### src/ice_panel_params.svh
`ifndef ICE_PANEL_PARAMS_SVH
`define ICE_PANEL_PARAMS_SVH

// Timebase
`define CLK_HZ            50000000
`define MS_PER_SEC        1000
// Temperatures in whole degrees C, signed 8 bit
`define WARM_LIMIT_C      8'sh05
`define FRZ_INIT_C        8'shEC
`define FRESH_INIT_C      8'sh03
// Times in seconds; BLINK_HALF_MS in milliseconds, BLINK_TOTAL a count
`define BOOT_PULSE_S      8
`define CLOSE_DELAY_S     5
`define SHOW_DAYS_S       5
`define FILTER_OFF_S      5
`define LOAD_HOLD_S       6
`define FILTER_RESET_S    25
`define SOL_PULSE_S       1
`define LOAD_CHECK_S      30
`define BLINK_HALF_MS     500
`define BLINK_TOTAL       4
// Day and month figures
`define SEC_PER_DAY       86400
`define DAYS_PER_MONTH    30
`define TIMER_MIN_DAYS    5'h03
`define TIMER_MAX_DAYS    5'h1E
`define RESUME_LEAD_DAYS  5'h02
`define ORANGE_MONTHS     4'h5
`define RED_MONTHS        4'h6

`endif

### src/ice_panel_pkg.sv
package ice_panel_pkg;
  typedef enum logic [1:0] {ICE_CUBE, ICE_CRUSHED, ICE_OFF} ice_form_type;
  typedef enum logic [1:0] {FILT_OFF, FILT_GREEN, FILT_ORANGE, FILT_RED} filter_type;
  typedef enum logic [1:0] {LC_IDLE, LC_ARMED, LC_BLINK, LC_SHOW} lc_state_type;
endpackage

### src/ice_dispenser_panel_control.sv
`timescale 1ns/1ps
`include "ice_panel_params.svh"
module ice_dispenser_panel_control
  import ice_panel_pkg::*;
#(
  parameter int CYC_PER_MS  = `CLK_HZ / 1000,
  parameter int SEC_PER_DAY = `SEC_PER_DAY
) (
  input  wire logic                      core_clk,
  input  wire logic                      rst_n,
  input  wire logic signed [7:0]         freezer_temp,
  input  wire logic                      key_ice_form,
  input  wire logic                      key_ice_timer,
  input  wire logic                      key_ice_stop,
  input  wire logic                      key_vacation,
  input  wire logic                      key_quick_freeze,
  input  wire logic                      key_lc_select,
  input  wire logic                      dispenser_sw,
  input  wire logic                      ice_lever,
  input  wire logic                      ice_present,
  input  wire logic                      fill_step_busy,
  input  wire logic [11:0]               load_outputs,
  input  wire logic                      nv_valid,
  input  wire ice_panel_pkg::ice_form_type nv_ice_form,
  input  wire logic                      nv_quick_freeze,
  input  wire logic                      nv_vacation,
  input  wire logic signed [7:0]         nv_frz_set,
  input  wire logic signed [7:0]         nv_fresh_set,
  input  wire logic [4:0]                nv_timer_days,
  input  wire logic [4:0]                nv_timer_elapsed,
  input  wire ice_panel_pkg::filter_type nv_filter,
  input  wire logic [3:0]                nv_filter_months,
  input  wire logic [4:0]                nv_filter_days,
  output ice_panel_pkg::ice_form_type    ice_form,
  output logic                           ice_make_en,
  output logic                           gear_motor,
  output logic                           ice_solenoid,
  output logic                           cover_solenoid,
  output logic                           fresh_cool_en,
  output logic                           freezer_cool_en,
  output logic                           quick_freeze,
  output logic                           vacation,
  output logic signed [7:0]              frz_set,
  output logic signed [7:0]              fresh_set,
  output logic                           ice_timer_lamp,
  output logic                           show_days,
  output logic [4:0]                     timer_days,
  output ice_panel_pkg::filter_type      filter_led,
  output logic                           blink_all,
  output logic                           lc_active,
  output logic [11:0]                    lc_leds,
  output logic [4:0]                     nv_timer_elapsed_out,
  output logic [3:0]                     nv_filter_months_out,
  output logic [4:0]                     nv_filter_days_out
);
  import ice_panel_pkg::*;

  localparam int PULSE_MS = `SOL_PULSE_S * `MS_PER_SEC;

  typedef struct packed {
    logic         booted;
    logic [3:0]   boot_secs;
    logic         boot_done;
    ice_form_type form;
    logic         stop_pend;
    logic         qf;
    logic         vac;
    logic [7:0]   fset;
    logic [7:0]   rset;
    logic         timer_on;
    logic [4:0]   days;
    logic [4:0]   elapsed;
    logic [2:0]   show_secs;
    logic         show;
    logic [16:0]  day_secs;
    filter_type   filt;
    logic [3:0]   f_months;
    logic [4:0]   f_days;
    logic [16:0]  f_secs;
    logic [15:0]  sol_ms;
    logic         disp_d;
    logic         close_arm;
    logic [2:0]   close_secs;
    lc_state_type lc;
    logic [9:0]   lc_ms;
    logic [2:0]   blinks;
    logic [4:0]   lc_secs;
    logic         blink_on;
    logic         form_d;
    logic         tmr_d;
    logic         lcsel_d;
    logic         two_d;
  } st_type;
  st_type st_r;
  st_type st_nxt;

  logic       ms_tick;
  logic       sec_tick;
  logic [5:0] filt_hold;
  logic [5:0] lc_hold;
  logic       filt_keys;
  logic       lc_keys;

  function automatic logic rise(input logic now, input logic was);
    rise = now && !was;
  endfunction

  assign filt_keys = key_ice_form && key_ice_stop;
  assign lc_keys   = key_quick_freeze && key_vacation;

  tick_gen #(.CYC_PER_MS(CYC_PER_MS)) u_tick (
    .core_clk (core_clk),
    .rst_n    (rst_n),
    .ms_tick  (ms_tick),
    .sec_tick (sec_tick)
  );

  hold_timer #(.W(6)) u_filt_hold (
    .core_clk (core_clk),
    .rst_n    (rst_n),
    .level    (filt_keys),
    .sec_tick (sec_tick),
    .secs     (filt_hold)
  );

  hold_timer #(.W(6)) u_lc_hold (
    .core_clk (core_clk),
    .rst_n    (rst_n),
    .level    (lc_keys),
    .sec_tick (sec_tick),
    .secs     (lc_hold)
  );

  always_comb begin
    logic form_p;
    logic tmr_p;
    logic expire;
    form_p = rise(key_ice_form, st_r.form_d) && !key_ice_stop;
    tmr_p  = rise(key_ice_timer, st_r.tmr_d);
    expire = 1'b0;
    st_nxt = st_r;
    st_nxt.form_d  = key_ice_form;
    st_nxt.tmr_d   = key_ice_timer;
    st_nxt.lcsel_d = key_lc_select;
    st_nxt.two_d   = filt_keys;

    // Power-up decision is taken one clock after reset release
    if (!st_r.booted) begin
      st_nxt.booted = 1'b1;
      st_nxt.filt     = nv_valid ? nv_filter : FILT_GREEN;
      st_nxt.f_months = nv_valid ? nv_filter_months : 4'h0;
      st_nxt.f_days   = nv_valid ? nv_filter_days : 5'h00;
      st_nxt.timer_on = nv_valid && (nv_timer_days != 5'h00);
      st_nxt.days     = nv_valid ? nv_timer_days : 5'h00;
      st_nxt.elapsed  = nv_valid ? nv_timer_elapsed : 5'h00;
      if (nv_valid && (freezer_temp < `WARM_LIMIT_C)) begin
        st_nxt.form = nv_ice_form;
        st_nxt.qf   = nv_quick_freeze;
        st_nxt.vac  = nv_vacation;
        st_nxt.fset = nv_frz_set;
        st_nxt.rset = nv_fresh_set;
      end else begin
        st_nxt.form     = ICE_CUBE;
        st_nxt.qf       = 1'b0;
        st_nxt.vac      = 1'b0;
        st_nxt.fset     = `FRZ_INIT_C;
        st_nxt.rset     = `FRESH_INIT_C;
        st_nxt.timer_on = 1'b0;
        st_nxt.days     = 5'h00;
      end
    end else begin
      // Decrement first so a fresh pulse load below wins
      if (st_r.sol_ms != 16'h0000 && ms_tick) begin
        st_nxt.sol_ms = st_r.sol_ms - 16'h0001;
      end
      if (!st_r.boot_done && sec_tick) begin
        st_nxt.boot_secs = st_r.boot_secs + 4'h1;
        if (st_r.boot_secs == 4'(`BOOT_PULSE_S - 1)) begin
          st_nxt.boot_done = 1'b1;
          st_nxt.sol_ms    = 16'(PULSE_MS);
        end
      end

      if (form_p && st_r.lc == LC_IDLE) begin
        if (st_r.timer_on) begin
          st_nxt.timer_on = 1'b0;
          st_nxt.show     = 1'b0;
        end else begin
          case (st_r.form)
            ICE_CUBE:    st_nxt.form = ICE_CRUSHED;
            ICE_CRUSHED: st_nxt.form = ICE_OFF;
            default:     st_nxt.form = ICE_CUBE;
          endcase
        end
      end

      if (tmr_p && st_r.lc == LC_IDLE) begin
        st_nxt.show      = 1'b1;
        st_nxt.show_secs = 3'h0;
        if (!st_r.timer_on) begin
          st_nxt.timer_on = 1'b1;
          st_nxt.form     = ICE_OFF;
          st_nxt.days     = `TIMER_MIN_DAYS;
          st_nxt.elapsed  = 5'h00;
          st_nxt.day_secs = '0;
        end else if (st_r.show) begin
          st_nxt.days = (st_r.days == `TIMER_MAX_DAYS) ? `TIMER_MIN_DAYS
                                                       : st_r.days + 5'h01;
        end
      end else if (st_r.show && sec_tick) begin
        st_nxt.show_secs = st_r.show_secs + 3'h1;
        if (st_r.show_secs == 3'(`SHOW_DAYS_S - 1)) begin
          st_nxt.show = 1'b0;
        end
      end

      // Reservation day count; stands still while unpowered by nature
      if (st_r.timer_on && sec_tick) begin
        if (st_r.day_secs == 17'(SEC_PER_DAY - 1)) begin
          st_nxt.day_secs = '0;
          st_nxt.elapsed  = st_r.elapsed + 5'h01;
          if (st_r.elapsed + 5'h01 >= st_r.days) begin
            expire          = 1'b1;
            st_nxt.timer_on = 1'b0;
            st_nxt.form     = ICE_CUBE;
          end
        end else begin
          st_nxt.day_secs = st_r.day_secs + 17'h00001;
        end
      end
      if (expire) begin
        st_nxt.vac = 1'b0;
      end

      // Filter indicator
      if (filt_hold == 6'(`FILTER_RESET_S) && sec_tick == 1'b0 && st_r.two_d) begin
        if (st_r.filt != FILT_GREEN || st_r.f_months != 4'h0 || st_r.f_days != 5'h00) begin
          st_nxt.filt     = FILT_GREEN;
          st_nxt.f_months = 4'h0;
          st_nxt.f_days   = 5'h00;
          st_nxt.f_secs   = '0;
        end
      end else if (filt_hold == 6'(`FILTER_OFF_S) && st_r.filt != FILT_OFF) begin
        st_nxt.filt = FILT_OFF;
      end else if (st_r.filt != FILT_OFF && sec_tick) begin
        if (st_r.f_secs == 17'(SEC_PER_DAY - 1)) begin
          st_nxt.f_secs = '0;
          if (st_r.f_days == 5'(`DAYS_PER_MONTH - 1)) begin
            st_nxt.f_days = 5'h00;
            if (st_r.f_months != 4'hF) begin
              st_nxt.f_months = st_r.f_months + 4'h1;
            end
          end else begin
            st_nxt.f_days = st_r.f_days + 5'h01;
          end
        end else begin
          st_nxt.f_secs = st_r.f_secs + 17'h00001;
        end
        if (st_r.f_months >= `RED_MONTHS) begin
          st_nxt.filt = FILT_RED;
        end else if (st_r.f_months >= `ORANGE_MONTHS) begin
          st_nxt.filt = FILT_ORANGE;
        end else begin
          st_nxt.filt = FILT_GREEN;
        end
      end

      // Stop-after-fill latch
      // Only a fill already running when off is chosen may finish
      if (st_nxt.form == ICE_OFF) begin
        st_nxt.stop_pend = fill_step_busy && (st_r.form != ICE_OFF || st_r.stop_pend);
      end else begin
        st_nxt.stop_pend = 1'b0;
      end

      // Cover solenoid timing
      st_nxt.disp_d = dispenser_sw;
      if (st_r.disp_d && !dispenser_sw) begin
        st_nxt.close_arm  = 1'b1;
        st_nxt.close_secs = 3'h0;
      end else if (dispenser_sw) begin
        st_nxt.close_arm = 1'b0;
      end else if (st_r.close_arm && !gear_motor && sec_tick) begin
        st_nxt.close_secs = st_r.close_secs + 3'h1;
        if (st_r.close_secs == 3'(`CLOSE_DELAY_S - 1)) begin
          st_nxt.close_arm = 1'b0;
          st_nxt.sol_ms    = 16'(PULSE_MS);
        end
      end
      // Load-check sequence
      case (st_r.lc)
        LC_IDLE: begin
          if (lc_hold == 6'(`LOAD_HOLD_S)) begin
            st_nxt.lc = LC_ARMED;
          end
        end
        LC_ARMED: begin
          if (!lc_keys) begin
            st_nxt.lc       = LC_BLINK;
            st_nxt.lc_ms    = '0;
            st_nxt.blinks   = 3'h0;
            st_nxt.blink_on = 1'b1;
          end
        end
        LC_BLINK: begin
          if (rise(key_lc_select, st_r.lcsel_d)) begin
            st_nxt.lc      = LC_SHOW;
            st_nxt.lc_secs = 5'h00;
          end else if (ms_tick) begin
            if (st_r.lc_ms == 10'(`BLINK_HALF_MS - 1)) begin
              st_nxt.lc_ms    = '0;
              st_nxt.blink_on = !st_r.blink_on;
              st_nxt.blinks   = st_r.blinks + 3'h1;
              if (st_r.blinks == 3'(`BLINK_TOTAL - 1)) begin
                st_nxt.lc = LC_IDLE;
              end
            end else begin
              st_nxt.lc_ms = st_r.lc_ms + 10'h001;
            end
          end
        end
        default: begin
          if (sec_tick) begin
            st_nxt.lc_secs = st_r.lc_secs + 5'h01;
            if (st_r.lc_secs == 5'(`LOAD_CHECK_S - 1)) begin
              st_nxt.lc = LC_IDLE;
            end
          end
        end
      endcase
    end
  end

  always_ff @(posedge core_clk or negedge rst_n) begin
    if (!rst_n) begin
      st_r <= '0;
    end else begin
      st_r <= st_nxt;
    end
  end

  always_comb begin
    logic dispense;
    dispense     = st_r.booted && ice_lever && ice_present;
    gear_motor   = dispense;
    ice_solenoid = dispense && st_r.form == ICE_CUBE;
  end

  assign ice_form        = st_r.form;
  // Production also resumes early when the reservation is near its end
  assign ice_make_en     = st_r.booted && !st_r.vac &&
                           ((st_r.form != ICE_OFF) || st_r.stop_pend ||
                            (st_r.timer_on &&
                             (st_r.elapsed + `RESUME_LEAD_DAYS >= st_r.days)));
  assign cover_solenoid  = st_r.sol_ms != 16'h0000;
  assign fresh_cool_en   = st_r.booted && !st_r.vac;
  assign freezer_cool_en = st_r.booted;
  assign quick_freeze    = st_r.qf;
  assign vacation        = st_r.vac;
  assign frz_set         = st_r.fset;
  assign fresh_set       = st_r.rset;
  assign ice_timer_lamp  = st_r.timer_on;
  assign show_days       = st_r.show;
  assign timer_days      = st_r.days;
  assign filter_led      = st_r.filt;
  assign blink_all       = (st_r.lc == LC_ARMED) || (st_r.lc == LC_BLINK && st_r.blink_on);
  assign lc_active       = st_r.lc == LC_SHOW;
  assign lc_leds         = (st_r.lc == LC_SHOW) ? load_outputs : 12'h000;
  assign nv_timer_elapsed_out = st_r.elapsed;
  assign nv_filter_months_out = st_r.f_months;
  assign nv_filter_days_out   = st_r.f_days;
endmodule

### src/tick_gen.sv
`timescale 1ns/1ps
`include "ice_panel_params.svh"
// Free divider: one-cycle pulses per millisecond and per second
module tick_gen #(
  parameter int CYC_PER_MS = `CLK_HZ / 1000
) (
  input  wire logic core_clk,
  input  wire logic rst_n,
  output logic      ms_tick,
  output logic      sec_tick
);
  typedef struct packed {
    logic [31:0] cyc;
    logic [15:0] ms;
    logic        ms_p;
    logic        sec_p;
  } st_type;
  st_type st_r;
  st_type st_nxt;

  always_comb begin
    st_nxt       = st_r;
    st_nxt.ms_p  = 1'b0;
    st_nxt.sec_p = 1'b0;
    if (st_r.cyc == 32'(CYC_PER_MS - 1)) begin
      st_nxt.cyc  = '0;
      st_nxt.ms_p = 1'b1;
      if (st_r.ms == 16'(`MS_PER_SEC - 1)) begin
        st_nxt.ms    = '0;
        st_nxt.sec_p = 1'b1;
      end else begin
        st_nxt.ms = st_r.ms + 16'h0001;
      end
    end else begin
      st_nxt.cyc = st_r.cyc + 32'h0000_0001;
    end
  end

  always_ff @(posedge core_clk or negedge rst_n) begin
    if (!rst_n) begin
      st_r <= '0;
    end else begin
      st_r <= st_nxt;
    end
  end

  assign ms_tick  = st_r.ms_p;
  assign sec_tick = st_r.sec_p;
endmodule

### src/hold_timer.sv
`timescale 1ns/1ps
`include "ice_panel_params.svh"
// Counts whole seconds a level has been held; cleared when it drops
module hold_timer #(
  parameter int W = 6
) (
  input  wire logic         core_clk,
  input  wire logic         rst_n,
  input  wire logic         level,
  input  wire logic         sec_tick,
  output logic [W-1:0]      secs
);
  typedef struct packed {
    logic [W-1:0] cnt;
  } st_type;
  st_type st_r;
  st_type st_nxt;

  always_comb begin
    st_nxt = st_r;
    if (!level) begin
      st_nxt.cnt = '0;
    end else if (sec_tick && (st_r.cnt != {W{1'b1}})) begin
      st_nxt.cnt = st_r.cnt + W'(1);
    end
  end

  always_ff @(posedge core_clk or negedge rst_n) begin
    if (!rst_n) begin
      st_r <= '0;
    end else begin
      st_r <= st_nxt;
    end
  end

  assign secs = st_r.cnt;
endmodule

### config.mk
export PLATFORM = sky130hd
export DESIGN_NAME = ice_dispenser_panel_control
export DESIGN_NICKNAME = d
export VERILOG_FILES = /design/src/ice_panel_pkg.sv /design/src/ice_dispenser_panel_control.sv /design/src/tick_gen.sv /design/src/hold_timer.sv
export VERILOG_INCLUDE_DIRS = /design/src
export SDC_FILE = /design/constraint.sdc
export NUM_CORES = 1
export LEC_CHECK = 0
export ABC_AREA = 0
export CAP_MARGIN = 20
export CORE_MARGIN = 4
export CORE_UTILIZATION = 39
export DETAILED_ROUTE_END_ITERATION = 7
export DONT_BUFFER_PORTS = 1
export HOLD_SLACK_MARGIN = 0.1
export PLACE_DENSITY = 0.52
export SLEW_MARGIN = 0
export SYNTH_ARGS = -nofsm -noshare
export SYNTH_HDL_FRONTEND = slang
export SYNTH_SLANG_ARGS = --single-unit
### constraint.sdc
create_clock -name core_clk -period 3.5 [get_ports core_clk]
set_input_delay 0 -clock core_clk [delete_from_list [all_inputs] [get_ports core_clk]]
set_output_delay 0 -clock core_clk [all_outputs]
set_load 0.05 [all_outputs]
==> results.toml <==
[yosys]
synth_top_family_by_area = "simple AND/OR/NAND/NOR gates"
synthesis.nets = 1278
synth_ff_type = "dfrtp_1"
yosysWarnings = 0
synth-compound-area-share_pct = 14.5
seq_area_frac_synth_pct = 44.5
syn-cell-area_um2 = 11000
synth_cell_types = 76
ys_seq_elements = 195
synth_edf_count = 0
synth_xor_area_share_pct = 5.83
synth.avg_cell_area_um2 = 9.46
synth_top_area_cell = "dfrtp_1"
ys_top_cells_by_area = "dfrtp_1 (45%), ha_1 (5.3%), nand2_1 (3.5%)"
muxShareOfSynthArea_pct = 1.43
syn_inst = 1158
synth_top_area_share_pct = 44.5
synth-simple-area-share_pct = 22.8
synth_fa_ha_area_share_pct = 5.25
synth_async_sr_flop_share_pct = 100

[power]
power.density_nw_per_um2 = 485
p_leak_uw = 0.00524
vdd_drop_max_v = 0.000315
switchingPower_uw = 2030
swShare_pct = 33.7
combPwrFrac_pct = 17.8
p_int_uw = 3980
sequentialPowerShare_pct = 47.5
power_frac_clock_pct = 34.8

[routing]
wire_per_inst_um = 16.1
routed_wl_um = 25500
num_vias = 8477
drtPass1Iterations = 5
route.detailed.drc = 0
drt_iter0_markers = 446
ant_nets = 0
via_per_inst = 5.37

[setup_path]
crit_required_ns = 3.82
worstPathArrival_ns = 3.42
worstReg2RegStart = "ice_timer_lamp"
end_kind = "register"
worstSetupPathType = "reg -> reg"
r2r_cells = 6
start_kind = "register"
critPathMaxFanout = 16
crit_start = "ice_timer_lamp"

[finish]
filler_cell_count = 2732
area_growth_pct = 13.1
fin_cells = 1579
multi_input_area_um2 = 5470
post_route_cells_drive_above_1_share_pct = 6.66
diodes = 0
seq_area_um2 = 4880
nets = 1308

[global_route]
grt_pass1_wl_um = 43000
grt_usage_pct = 16.8
antenna_found_initial = 0
grt_pass1_vias = 8277
grt-ovfl-total = 0
grt_max_degree = 196

[floorplan]
start_util_pct = 39.4
num_rows = 61
die_h_um = 176
dieArea_um2 = 30800
fp.dieW_um = 176
core_um2 = 27800
io_pins = 137

[timing]
post-route-min-period_ns = 3.09
worst_slew_pin_slew_ns = 0.964
final_max_slew_viol_count = 0
hold_ws_ns = -0.753
finClkSkew_ns = 0.0126
relSlewSlack_pct = 35.2
hold_viol = 195
rsz0062_at_grt = "no"
fmax_mhz = 323
setup_viol = 0
fin_tns_setup_ns = 0
finalCritPeriodShare_pct = 88.4

[clocking]
clockRootBuffer = "clkbuf_16"
clk_pin_slew_ns = 0.08
clock_path_buffers = 2
holdBufCountCts = 60
cts_sinks = 195
cts-resized-gates = 0
cts_tree = "done"
h-tree-depth = 4
numCtsBuffers = 17
insertion_delay_ns = 0.44
postCtsSetupBuffers = 0

[hold_path]
hold_class = "in -> async"

[outcome]
status = "complete, but fails checks"
violations = "negative hold slack"

[job]
drv_cap = 0

[placed_design]
hpwl_um = 17600
globalplace.congestion = 0.805
port_buffers = 0
dp_cells = 1487
-- cell usage after synthesis (all sizes together), types with 10 or more instances --
cell and instances:
clkbuf 22, ha 46, nor3 36, xor2 32
nor4 20, mux2i 10, o31ai 17, nand4 33
buf 48, and3 18, a21o 10, o21ai 86
dfrtp 195, nand2b 16, a31oi 12, nor2 82
or3 16, a21oi 37, nand2 103, xnor2 41
nand3 64, a22o 23, and2 23, inv 50
-- power by group through the flow --
| stage | logic (uW) | registers, uW | clock network [uW] |
|---|---|---|---|
| 2_1_floorplan | 1080 | 2640 | 0 |
| 3_3_place_gp | 994 | 2900 | 0 |
| 3_5_place_dp | 1000 | 2900 | 0 |
| 4_1_cts | 1070 | 2850 | 2170 |
| 5_1_grt | 1200 | 2890 | 2260 |
| 6_report | 1070 | 2850 | 2090 |
-- cell families (layout without fill, tap and decap cells) --
| logic type | after synthesis | in the layout |
|---|---|---|
| adder cells (fa/ha/maj) | 46 | 46 |
| other | 1 | 1 |
| AO/OA/AOI/OAI | 241 | 241 |
| AND/OR/NAND/NOR | 467 | 467 |
| buffers and inverters | 120 | 163 |
| flip-flops | 195 | 195 |
| multiplexers | 15 | 15 |
| XOR/XNOR | 73 | 73 |
-- layer usage --
| metal | GRT usage [%] | routed length (um) | share of wire, % | vias up |
|---|---|---|---|---|
| met5 | 0 | 0 | 0 | - |
| met4 | 4.22 | 254 | 1.0 | 0 |
| met3 | 3.08 | 966 | 3.8 | 18 |
| met2 | 27.3 | 12000 | 47 | 146 |
| met1 | 23.2 | 12300 | 48 | 4119 |
| li1 | - | - | - | 4194 |
-- worst max-delay path, cell delays in order (launching register included) --
cell and delay [ns]:
dfrtp_1 0.93, nand2_1 0.35, nor4_1 0.63, nand2_1 0.16, mux2i_1 0.15, a22o_1 0.19
dlygate4sd3_1 0.56
-- final cells by class --
| type | instances | share of cell area [%] |
|---|---|---|
| well taps | 378 | 3.82 |
| clock buffers | 18 | 3.46 |
| repair buffers | 81 | 6.12 |
| multi-input cells | 843 | 44.2 |
| flip-flops and latches | 195 | 39.4 |
| clock inverters | 14 | 1.54 |
| inverters | 50 | 1.51 |
-- metrics by stage --
stage | setup WS [ns] | power [uW] | util, % | area [um2] | hold WS (ns)
after floorplan | 0.521 | 3730 | - | 11000 | -0.296
after global placement | 1.02 | 3890 | 40.2 | 11200 | -0.288
after detailed placement | 0.970 | 3900 | 40.2 | 11200 | -0.288
after CTS | 0.410 | 6090 | 44.6 | 12400 | -0.772
after global routing | 0.0903 | 6350 | 44.6 | 12400 | -0.785
final | 0.406 | 6010 | 44.6 | 12400 | -0.753
-- path summary, 6_finish.rpt --
path | to | slack [ns]
setup / recovery | nv_timer_elapsed_out[0] | 0.41
hold / removal | st_r[89] | -0.75
setup reg to reg | nv_timer_elapsed_out[0] | 0.41
min in group core_clk | st_r[24] | 0.13
max in group asynchronous | freezer_cool_en | 3.91
hold reg to reg | st_r[131] | 0.47
-- sequential cells by signal, indices dropped and copies added (netlist names), 6 cells and up --
name and flops:
u_filt_hold.secs 6, frz_set 8, fresh_set 8, st_r 89
u_tick.st_r 48, u_lc_hold.secs 6
-- layout by cell type (no fill, tap or decap), types with 6 or more instances in the layout --
master | Yosys | routed
and2_1 | 23 | 23
ha_1 | 46 | 46
nand2b_1 | 15 | 15
nor3_1 | 36 | 36
inv_6 | 0 | 6
a211oi_1 | 6 | 6
mux2i_1 | 10 | 10
o21ai_1 | 13 | 14
o21ai_0 | 73 | 72
a22o_1 | 23 | 23
and3_1 | 18 | 18
nand4_1 | 31 | 31
o31ai_1 | 17 | 17
nor4_1 | 16 | 16
xnor2_1 | 41 | 41
or4_1 | 7 | 7
or3_1 | 16 | 16
o22a_1 | 7 | 7
a21oi_1 | 37 | 37
nor2_1 | 81 | 81
clkbuf_16 | 0 | 17
a21o_1 | 10 | 10
nand3_1 | 64 | 64
xor2_1 | 32 | 32
nor2b_1 | 9 | 9
buf_4 | 40 | 21
dfrtp_1 | 195 | 194
a31oi_1 | 12 | 12
inv_1 | 49 | 49
dlygate4sd3_1 | 0 | 60
nand2_1 | 103 | 103
No activity file was read; power rests on OpenSTA's default activity.
